==> src/rtl/pcr_consts.vh <==
// constants for the protection configuration register bank
`ifndef PCR_CONSTS_VH
`define PCR_CONSTS_VH
// ============================================================
// register offsets
`define PCR_OFS_CFG_A 8'h11
`define PCR_OFS_CFG_B 8'h12
// ============================================================
// field positions, register a
`define PCR_A_OC_MASK 7
`define PCR_A_PEN_POL 6
`define PCR_A_BRK_POL 5
`define PCR_A_FAST_RT 2
`define PCR_A_GND_DIS 1
`define PCR_A_BRK_LATCH 0
`define PCR_A_RW_MASK 8'hE7
// ============================================================
// field positions, register b
`define PCR_B_AUTO_RESTART 7
`define PCR_B_HOST_MAINS 6
`define PCR_B_HOST_MAINS_W 5
`define PCR_B_RT_HI 4
`define PCR_B_RT_LO 3
`define PCR_B_MAINS_SRC 2
`define PCR_B_HOST_PSON_W 1
`define PCR_B_SHARE_CLAMP 0
`define PCR_B_RD_MASK 8'hD9
// ============================================================
// timing, clock 25 MHz
`define PCR_CLK_HZ 25000000
`define PCR_RT_SLOW_S 1
`define PCR_RT_FAST_US 128
`define PCR_RESTART_S 1
`define PCR_RT_SLOW_CYC (`PCR_RT_SLOW_S * `PCR_CLK_HZ)
// divide first: the plain product would overflow a 32-bit integer
`define PCR_RT_FAST_CYC (`PCR_RT_FAST_US * (`PCR_CLK_HZ / 1000000))
`define PCR_RESTART_CYC (`PCR_RESTART_S * `PCR_CLK_HZ)
`endif

==> src/rtl/pcr_regs.v <==
// protection configuration registers and the fault policy they steer
`include "pcr_consts.vh"

// Functional notes
// - Overcurrent mask bit blocks overcurrent from fault logic; status flag still sets.
// - First register bit 6 with companion bit sets power-enable output polarity.
// - First register bit 5 with companion bit sets breaker-drive polarity.
// - Fast ride-through bit selects the short microsecond ride-through range.
// - Field bits 4-3: 1..4 seconds slow, or 128..512 microseconds fast.
// - Bit 1 of first register removes ground-continuity input from debounce.
// - Bit 0 of first register: 0 nonlatching breaker drive, 1 latching.
// - Auto-restart set: retry start every second after undervoltage or overcurrent.
// - Auto-restart clear: faults latch until power-on request cycles or power removed.
// - Second register bit 6: mains-good passes directly, or host gates it.
// - Write-only bit 2 picks first or second mains-sense input for mains-good.
// - Power-on defaults of both registers load from nonvolatile store at power-up.
// - Trim-lock set rejects bus writes until the store is erased and reloaded.
module pcr_regs (
    CLK_SYS,
    RST,
    NV_LOAD,
    NV_CFG_A,
    NV_CFG_B,
    TRIM_LOCK,
    WR_EN,
    RD_EN,
    ADDR,
    WDATA,
    RDATA,
    WR_REJECT,
    POL_PEN_HI,
    POL_BRK_HI,
    OC_EVENT,
    UV_EVENT,
    PSON_IN,
    GND_OK_IN,
    MAINS_SENSE1,
    MAINS_SENSE2,
    OC_STATUS,
    FAULT_LATCHED,
    RIDETHROUGH_ACTIVE,
    RESTART_PULSE,
    GND_OK_DEBOUNCE,
    MAINS_SENSE_OK,
    PSON_REQ,
    POWER_ENABLE_OUTPUT,
    BREAKER_DRIVE,
    BRK_CLEAR
);
    input wire CLK_SYS;
    input wire RST;
    input wire NV_LOAD;
    input wire [7:0] NV_CFG_A;
    input wire [7:0] NV_CFG_B;
    input wire TRIM_LOCK;
    input wire WR_EN;
    input wire RD_EN;
    input wire [7:0] ADDR;
    input wire [7:0] WDATA;
    output reg [7:0] RDATA;
    output reg WR_REJECT;
    input wire POL_PEN_HI;
    input wire POL_BRK_HI;
    input wire OC_EVENT;
    input wire UV_EVENT;
    input wire PSON_IN;
    input wire GND_OK_IN;
    input wire MAINS_SENSE1;
    input wire MAINS_SENSE2;
    output reg OC_STATUS;
    output reg FAULT_LATCHED;
    output reg RIDETHROUGH_ACTIVE;
    output reg RESTART_PULSE;
    output reg GND_OK_DEBOUNCE;
    output reg MAINS_SENSE_OK;
    output reg PSON_REQ;
    output reg POWER_ENABLE_OUTPUT;
    output reg BREAKER_DRIVE;
    input wire BRK_CLEAR;

    // ============================================================
    // registers
    reg [7:0] cfg_a_q;
    reg [7:0] cfg_b_q;
    reg host_mains_w_q;
    reg host_pson_w_q;
    reg mains_src_q;
    reg pson_d1_q;
    reg oc_hold_q;
    wire wr_a;
    wire wr_b;
    wire locked;
    wire oc_fault;
    wire any_fault;
    wire rt_done;
    wire rs_done;
    wire [31:0] rt_load;
    wire pson_eff;
    wire mains_good;
    reg [31:0] rt_slow;

    assign locked = TRIM_LOCK;
    assign wr_a = WR_EN && ADDR == `PCR_OFS_CFG_A && !locked;
    assign wr_b = WR_EN && ADDR == `PCR_OFS_CFG_B && !locked;

    // ============================================================
    // register writes; nonvolatile download wins over a bus write
    always @(posedge CLK_SYS or posedge RST) begin
        if (RST) begin
            cfg_a_q <= 8'h00;
            cfg_b_q <= 8'h00;
            host_mains_w_q <= 1'b0;
            host_pson_w_q <= 1'b0;
            mains_src_q <= 1'b0;
            WR_REJECT <= 1'b0;
        end else begin
            WR_REJECT <= WR_EN && locked &&
                (ADDR == `PCR_OFS_CFG_A || ADDR == `PCR_OFS_CFG_B);
            if (NV_LOAD) begin
                cfg_a_q <= NV_CFG_A & `PCR_A_RW_MASK;
                cfg_b_q <= NV_CFG_B;
                host_mains_w_q <= NV_CFG_B[`PCR_B_HOST_MAINS_W];
                host_pson_w_q <= NV_CFG_B[`PCR_B_HOST_PSON_W];
                mains_src_q <= NV_CFG_B[`PCR_B_MAINS_SRC];
            end else begin
                if (wr_a)
                    cfg_a_q <= WDATA & `PCR_A_RW_MASK;
                if (wr_b) begin
                    cfg_b_q <= WDATA;
                    host_mains_w_q <= WDATA[`PCR_B_HOST_MAINS_W];
                    host_pson_w_q <= WDATA[`PCR_B_HOST_PSON_W];
                    mains_src_q <= WDATA[`PCR_B_MAINS_SRC];
                end
            end
        end
    end

    // ============================================================
    // read path; write-only bits read as zero
    always @(posedge CLK_SYS or posedge RST) begin
        if (RST)
            RDATA <= 8'h00;
        else if (RD_EN && ADDR == `PCR_OFS_CFG_A)
            RDATA <= cfg_a_q;
        else if (RD_EN && ADDR == `PCR_OFS_CFG_B)
            RDATA <= cfg_b_q & `PCR_B_RD_MASK;
        else if (RD_EN)
            RDATA <= 8'h00;
    end

    // ============================================================
    // ride-through length per code; products kept 32 bits wide
    always @* begin
        case (cfg_b_q[`PCR_B_RT_HI:`PCR_B_RT_LO])
            2'h0: rt_slow = `PCR_RT_SLOW_CYC;
            2'h1: rt_slow = 2 * `PCR_RT_SLOW_CYC;
            2'h2: rt_slow = 3 * `PCR_RT_SLOW_CYC;
            default: rt_slow = 4 * `PCR_RT_SLOW_CYC;
        endcase
    end
    assign rt_load = cfg_a_q[`PCR_A_FAST_RT] ?
        ({30'h0, cfg_b_q[`PCR_B_RT_HI:`PCR_B_RT_LO]} + 32'h1) * `PCR_RT_FAST_CYC :
        rt_slow;

    // overcurrent must persist through the ride-through before it is a fault
    pcr_timer u_rt (
        .clk(CLK_SYS),
        .rst(RST),
        .start(OC_EVENT && !oc_hold_q),
        .run(OC_EVENT),
        .load(rt_load),
        .done(rt_done)
    );

    assign oc_fault = rt_done && !cfg_a_q[`PCR_A_OC_MASK];
    assign any_fault = oc_fault || UV_EVENT;

    pcr_timer u_rs (
        .clk(CLK_SYS),
        .rst(RST),
        .start(!FAULT_LATCHED || !cfg_b_q[`PCR_B_AUTO_RESTART] || rs_done),
        .run(1'b1),
        .load(`PCR_RESTART_CYC),
        .done(rs_done)
    );

    assign pson_eff = PSON_IN || host_pson_w_q;
    assign mains_good = mains_src_q ? MAINS_SENSE2 : MAINS_SENSE1;

    // ============================================================
    // fault policy and outputs
    always @(posedge CLK_SYS or posedge RST) begin
        if (RST) begin
            oc_hold_q <= 1'b0;
            pson_d1_q <= 1'b0;
            OC_STATUS <= 1'b0;
            FAULT_LATCHED <= 1'b0;
            RIDETHROUGH_ACTIVE <= 1'b0;
            RESTART_PULSE <= 1'b0;
            GND_OK_DEBOUNCE <= 1'b0;
            MAINS_SENSE_OK <= 1'b0;
            PSON_REQ <= 1'b0;
            POWER_ENABLE_OUTPUT <= 1'b0;
            BREAKER_DRIVE <= 1'b0;
        end else begin
            oc_hold_q <= OC_EVENT;
            pson_d1_q <= pson_eff;
            RIDETHROUGH_ACTIVE <= OC_EVENT && !rt_done;
            OC_STATUS <= OC_STATUS || rt_done;
            // a new fault wins over any clear in the same cycle
            if (any_fault)
                FAULT_LATCHED <= 1'b1;
            else if (cfg_b_q[`PCR_B_AUTO_RESTART] && rs_done)
                FAULT_LATCHED <= 1'b0;
            else if (pson_d1_q && !pson_eff)
                FAULT_LATCHED <= 1'b0;
            RESTART_PULSE <= cfg_b_q[`PCR_B_AUTO_RESTART] && rs_done && !any_fault;
            GND_OK_DEBOUNCE <= GND_OK_IN || cfg_a_q[`PCR_A_GND_DIS];
            MAINS_SENSE_OK <= cfg_b_q[`PCR_B_HOST_MAINS] ?
                (mains_good && host_mains_w_q) : mains_good;
            PSON_REQ <= pson_eff;
            // polarity: only an xor of the two bits is used, table omitted
            POWER_ENABLE_OUTPUT <= (pson_eff && !FAULT_LATCHED && !any_fault) ^
                (cfg_a_q[`PCR_A_PEN_POL] ^ POL_PEN_HI);
            if (cfg_a_q[`PCR_A_BRK_LATCH]) begin
                if (any_fault)
                    BREAKER_DRIVE <= 1'b1 ^ (cfg_a_q[`PCR_A_BRK_POL] ^ POL_BRK_HI);
                else if (BRK_CLEAR)
                    BREAKER_DRIVE <= cfg_a_q[`PCR_A_BRK_POL] ^ POL_BRK_HI;
            end else begin
                BREAKER_DRIVE <= any_fault ^ (cfg_a_q[`PCR_A_BRK_POL] ^ POL_BRK_HI);
            end
        end
    end
endmodule // pcr_regs

==> src/rtl/pcr_timer.v <==
// down counter used for ride-through and restart intervals
`include "pcr_consts.vh"

module pcr_timer (
    input wire clk,
    input wire rst,
    input wire start,
    input wire run,
    input wire [31:0] load,
    output reg done
);
    reg [31:0] cnt_q;
    // ============================================================
    // counter: load on start, count while run, pulse done at one
    always @(posedge clk or posedge rst) begin
        if (rst) begin
            cnt_q <= 32'h00000000;
            done <= 1'b0;
        end else if (start) begin
            cnt_q <= load;
            done <= 1'b0;
        end else if (run && cnt_q != 32'h00000000) begin
            cnt_q <= cnt_q - 32'h00000001;
            done <= (cnt_q == 32'h00000001);
        end else begin
            done <= 1'b0;
        end
    end
endmodule // pcr_timer

==> config.mk <==
export PLATFORM = sky130hd
export DESIGN_NAME = pcr_regs
export DESIGN_NICKNAME = d
export VERILOG_FILES = /design/src/rtl/pcr_regs.v /design/src/rtl/pcr_timer.v
export VERILOG_INCLUDE_DIRS = /design/src /design/src/rtl
export SDC_FILE = /design/constraint.sdc
export NUM_CORES = 1
export LEC_CHECK = 0
export BUFFER_PORTS_ARGS = -buffer_cell sky130_fd_sc_hd__buf_2
export CAP_MARGIN = 15
export CORE_ASPECT_RATIO = 0.7
export CORE_MARGIN = 5
export CORE_UTILIZATION = 54
export CTS_CLUSTER_DIAMETER = 30
export CTS_CLUSTER_SIZE = 10
export DETAILED_ROUTE_END_ITERATION = 7
export HOLD_SLACK_MARGIN = 0.05
export PLACE_DENSITY = 0.78
export SETUP_SLACK_MARGIN = 0.05
export SYNTH_ARGS = -nofsm -noshare
export SYNTH_HDL_FRONTEND = slang
export SYNTH_SLANG_ARGS = --single-unit
==> constraint.sdc <==
create_clock -name CLK_SYS -period 6.1 [get_ports CLK_SYS]
set_input_delay 0.61 -clock CLK_SYS [delete_from_list [all_inputs] [get_ports CLK_SYS]]
set_output_delay 0.61 -clock CLK_SYS [all_outputs]
set_load 0.05 [all_outputs]
=== After elaboration in Yosys (flattened, before gate mapping) ===
Cells that the tools add are included.

* Flip-flop bits (word level): 104
* Output and inout port bits: 18

* Add/sub/neg operators: 3
* Multipliers: 1
* Reductions and logical operators: 42
* Bitwise gates (word level): 5
* Eq/ne operators: 7
* Multiplexer cells: 31

{| class="wikitable"
|+ Operator list
! cell !! count
|-
| $mux 32 || 5
|-
| $pmux 27 s3 || 1
|-
| $eq 32x1->1 const B || 2
|-
| $reduce_bool 32->1 || 2
|-
| $sub 32x1->32 const B || 2
|-
| $mux 8 || 7
|-
| $logic_and 1x1->1 || 18
|-
| $mux 1 || 18
|-
| $eq 8x5->1 const B || 2
|-
| $logic_not 1->1 || 8
|-
| $mul 3x5->8 const B || 1
|-
| $reduce_bool 2->1 || 4
|-
| $logic_or 1x1->1 || 7
|-
| $reduce_bool 3->1 || 2
|-
| $xor 1x1->1 || 4
|-
| $add 2x1->3 const B || 1
|-
| $ne 3x2->1 const B || 1
|-
| $eq 2x1->1 const B || 1
|-
| $eq 2x2->1 const B || 1
|-
| $logic_not 2->1 || 1
|-
| $not 1->1 || 1
|}

=== Logic depth before layout (Yosys ltp) ===
* Depth after elaboration: 6
* Depth in mapped cells: 8
* Mapped depth without buffers: 7

=== Modules after synthesis ===
A second synthesis with hierarchy kept.

* Cell total of the unflattened synthesis: 666
* Area total of the unflattened synthesis: 6052.1 um2

{| class="wikitable"
|+ By module, submodules not included
! module !! instances !! cells an instance !! area each (um2)
|-
| pcr_timer (u_rt) || 1 || 245 || 2172.1
|-
| pcr_timer (u_rs) || 1 || 245 || 2117.0
|-
| pcr_regs || 1 || 176 || 1762.9
|}

=== Worst setup path before layout ===
OpenSTA, ideal clock, no wires.

* Path type: input to register
* From: in ADDR[3]
* To: reg cfg_b_q[2]
* Setup slack: 3.387 ns
* Path buffers: 0
* Cell stages on the path: 5
* Arrival: 2.579 ns
* Setup time: 0.134 ns
* Data required time: 5.966 ns
* Path through: or4b_2 -> nor4_1 -> nand2_2 -> mux2i_1 -> o21ai_0

* Longest elaborated chain between the ends: 4

{| class="wikitable"
|+ RTL lines
! element !! RTL line !! source
|-
| from (decl) || pcr_regs.v:58 || <nowiki>input wire [7:0] ADDR;</nowiki>
|-
| $eq 8x5->1 (no source line) || -- ||
|-
| $logic_and 1x1->1 (no source line) || -- ||
|-
| $logic_and 1x1->1 || pcr_regs.v:104 || <nowiki>assign wr_b = WR_EN && ADDR == `PCR_OFS_CFG_B && !locked;</nowiki>
|-
| $reduce_bool 2->1 (no source line) || -- ||
|-
| to (signal assigned) || pcr_regs.v:111 || <nowiki>cfg_b_q <= 8'h00;</nowiki>
|-
| to (signal assigned) || pcr_regs.v:121 || <nowiki>cfg_b_q <= NV_CFG_B;</nowiki>
|-
| to (signal assigned) || pcr_regs.v:129 || <nowiki>cfg_b_q <= WDATA;</nowiki>
|-
| to (decl) || pcr_regs.v:84 || <nowiki>reg [7:0] cfg_b_q;</nowiki>
|}

No other way between the ends.
A chain may end at the register's enable or synchronous reset.

=== Worst setup path in the final report ===
* From: reg u_rt.cnt_q[24]
* To: reg u_rt.cnt_q[16]

* Longest elaborated chain between the ends: 3

{| class="wikitable"
|+ RTL lines
! element !! RTL line !! source
|-
| from (decl) || pcr_timer.v:12 || <nowiki>reg [31:0] cnt_q;</nowiki>
|-
| from (signal assigned) || pcr_timer.v:20 || <nowiki>cnt_q <= load;</nowiki>
|-
| from (signal assigned) || pcr_timer.v:23 || <nowiki>cnt_q <= cnt_q - 32'h00000001;</nowiki>
|-
| $reduce_bool 32->1 || pcr_timer.v:22 || <nowiki>end else if (run && cnt_q != 32'h00000000) begin</nowiki>
|-
| $logic_and 1x1->1 || pcr_timer.v:22 ||
|-
| $reduce_bool 2->1 (no source line) || -- ||
|}

No other way between the ends.

==> flow_metrics.tcl <==
set metrics [dict create \
    status "finished, final reports clean" \
    die_y_um 96.2 \
    nNetsFinal 728 \
    row_count 31 \
    synth.distinct_cells 69 \
    yosysTopAreaCell "dfrtp_1" \
    area.growth.synth_to_final_pct 11.2 \
    worst_slew_pin_slew_ns 1.12 \
    dp_hpwl_um 10200 \
    critPathCaptureType "flop" \
    start_util 0.553 \
    via_per_inst 6.51 \
    syn_area_per_cell_um2 9.10 \
    wl_per_cell_um 18.2 \
    instances_no_fill 807 \
    first_global_vias 5188 \
    yosys-top-cells-area "dfrtp_1 43%, mux2i_1 5.4%, o21ai_0 4.2%" \
    track_usage 0.240 \
    cts_tree "yes" \
    grt_pass1_wl_um 24800 \
    synth_area_um2 5730 \
    clock_latency_ns 0.35 \
    grt.overflow.total 0 \
    fmax_mhz 308 \
    path_buf_inv 0 \
    reg2regPathDepth 5 \
    maxCapViolations 0 \
    cts_resized 0 \
    dp_cells 791 \
    drv_slew 0 \
    ant_nets 0 \
    dr.pass1.iters 5 \
    clockBufferDepth 2 \
    fin_crit_ns 3.25 \
    synth_ff_type "dfrtp_1" \
    slew-limit-headroom 0.251 \
    postCtsSetupBuffers 0 \
    htree_levels 3 \
    postRouteWirelength_um 14700 \
    grt.met3_usage 0.0658 \
    worst_clock_skew_ns 0.0140 \
    yosysTopAreaCellShare 0.432 \
    ios 65 \
    grt_setup_unrepaired "no" \
    crit_required_ns 6.29 \
    numPortBuffers 62 \
    grt_max_degree 69 \
    path_depth 5 \
    cts_root_buf "clkbuf_16" \
    core_area_um2 10400 \
    crit_chain "or4_1 > nor4_1 > nand4_1 > nand2_1 > o221ai_1" \
    n_antenna_cell 0 \
    slowest_stage "nand4_1" \
    syn-instance-count 630 \
    setup_violations 0 \
    gp_congestion 0.947 \
    power_density_nw_per_um2 267 \
    p_comb_frac 0.209 \
    swShare 0.328 \
    dieWidth_um 133 \
    dr_total_vias 5255 \
    max_stage_delay_ns 0.71 \
    cts_num_sinks 99 \
    met1_usage 0.339 \
    critPathTopFamily "simple AND/OR/NAND/NOR gates" \
    power.switching_w 0.000559 \
    drc 0 \
    finalCritPeriodShare 0.533 \
    die-area_um2 12800 \
    syn-num-nets 688 \
    critical_path_arrival_ns 3.45 \
    critPathLaunchType "flop" \
    hold_class "input port to async pin" \
    cts_buffers 9 \
    crit_fanout 12 \
    grt_use_met2 0.361 \
    synth_edf_count 0 \
    internal_power_w 0.00114 \
    antenna_found_initial 1 \
    yosys_warnings 0 \
    path_class "flop to flop" \
    drtIter0Drc 671 \
    p_leak_nw 2.75 \
    pwr-share-seq 0.469 \
    cts.reportedPaths.clkPinSlew_ns 0.07 \
    ys_ff_latch 99 \
    hold_viol 0 \
    async_flop_share 1.00 \
    seq_area_frac_synth 0.432 \
    grt.busiest_layer "met2" \
    ctsHoldBuffers 0 \
    finalSetupTns_ns 0 \
    n_fill_cell 832 \
    drive_above_1_share 0.148 \
    peakVddDrop_mv 0.194 \
    power.share.clock 0.322 \
]
-- per-stage QoR --
| stage | area (um^2) | hold WS (ns) | util | total power [W] | setup slack (ns) |
|---|---|---|---|---|---|
| 4_1_cts | 6370 | 0.262 | 0.615 | 0.00170 | 2.96 |
| 3_5_place_dp | 6090 | 0.464 | 0.588 | 0.00116 | 2.97 |
| 2_1_floorplan | 5730 | 0.411 | - | 0.00106 | 2.90 |
| 3_3_place_gp | 6090 | 0.466 | 0.588 | 0.00114 | 3.06 |
| 5_1_grt | 6370 | 0.288 | 0.615 | 0.00179 | 2.77 |
| 6_report | 6370 | 0.251 | 0.615 | 0.00170 | 2.85 |
-- flip-flops by register name (all words and copies together) (netlist names) --
signal               cells
u_rs.cnt_q              32
u_rt.cnt_q              32
RDATA                    8
cfg_b_q                  8
cfg_a_q                  6
BREAKER_DRIVE            1
FAULT_LATCHED            1
GND_OK_DEBOUNCE          1
MAINS_SENSE_OK           1
OC_STATUS                1
POWER_ENABLE_OUTPUT      1
RESTART_PULSE            1
RIDETHROUGH_ACTIVE       1
WR_REJECT                1
oc_hold_q                1
pson_d1_q                1
u_rs.done                1
u_rt.done                1
-- Yosys cell counts (3+ instances only) --
cell	count
a31oi_1	6
a211oi_1	5
nor4b_1	3
a21oi_1	37
o22ai_1	6
o211ai_1	6
nand3b_1	3
dfrtp_1	99
a22oi_1	5
or2_2	9
buf_2	4
or3_1	22
or4_1	19
mux2i_1	31
nor2b_1	3
and2_1	6
and3_1	6
o221ai_1	4
clkbuf_1	31
nand4_1	9
ha_1	11
nand2_1	56
nand3_1	19
a41oi_1	4
nor2_1	34
nand2b_1	17
nor4_1	22
xor2_1	3
o21ai_0	48
a311oi_1	3
o31ai_1	7
nor3_1	22
inv_1	23
-- layer usage --
| layer | part of all wire | vias up |
|---|---|---|
| li1 | - | 2444 |
| met1 | 0.44 | 2510 |
| met2 | 0.44 | 277 |
| met3 | 0.10 | 22 |
| met4 | 0.010 | 2 |
| met5 | 0.00048 | - |
-- layout by cell type, fill, tap and decap left out, types with 11 or more instances in the layout --
cell / instances
buf_2: 62
a21oi_1: 37
nor3_1: 22
or3_1: 22
nand2_1: 56
dfrtp_1: 99
inv_1: 22
nand3_1: 19
or4_1: 19
mux2i_1: 31
o21ai_0: 48
ha_1: 11
nor2_1: 34
nor4_1: 22
nand2b_1: 17
-- worst paths after layout --
check	startpoint	end	slack, ns
setup / recovery	u_rt.cnt_q[24]$_DFFE_PP0P_	u_rt.cnt_q[16]$_DFFE_PP0P_	2.85
hold / removal	RST	u_rs.cnt_q[2]$_DFFE_PP0P_	0.25
setup reg to reg	u_rt.cnt_q[24]$_DFFE_PP0P_	u_rt.cnt_q[16]$_DFFE_PP0P_	2.85
hold reg to reg	u_rt.done$_DFF_PP0_	RIDETHROUGH_ACTIVE$_DFF_PP0_	0.47
max in group asynchronous	RST	u_rt.cnt_q[20]$_DFFE_PP0P_	4.64
min in group CLK_SYS	GND_OK_IN	GND_OK_DEBOUNCE$_DFF_PP0_	0.45
-- power by group through the flow --
stage | Clock [W] | Combinational, W | Sequential, W
6_report | 0.000548 | 0.000356 | 0.000798
5_1_grt | 0.000587 | 0.000396 | 0.000808
4_1_cts | 0.000554 | 0.000352 | 0.000795
3_5_place_dp | 0 | 0.000351 | 0.000806
3_3_place_gp | 0 | 0.000338 | 0.000802
2_1_floorplan | 0 | 0.000255 | 0.000806
-- area by class of cell --
type	count	area, um^2	share of cell area
well taps	132	165	0.0259
multi-input cells	471	3020	0.474
flip-flops and latches	99	2480	0.389
clock buffers	12	246	0.0387
repair buffers	65	333	0.0522
clock inverters	4	33.8	0.00530
inverters	24	92.6	0.0145
-- worst register-to-register path: stages (launching register included) --
cell      delay [ns]
dfrtp_1         0.43
or4_1           0.57
nor4_1          0.62
nand4_1         0.71
nand2_1         0.58
o221ai_1        0.20
-- kinds of logic after synthesis --
logic type | synth area share
simple gates | 0.251
compound gates | 0.190
flops | 0.432
buf+inv | 0.0402
mux | 0.0561
fa+ha+maj | 0.0240
xor+xnor | 0.00611
No activity file was read; power rests on OpenSTA's default activity.
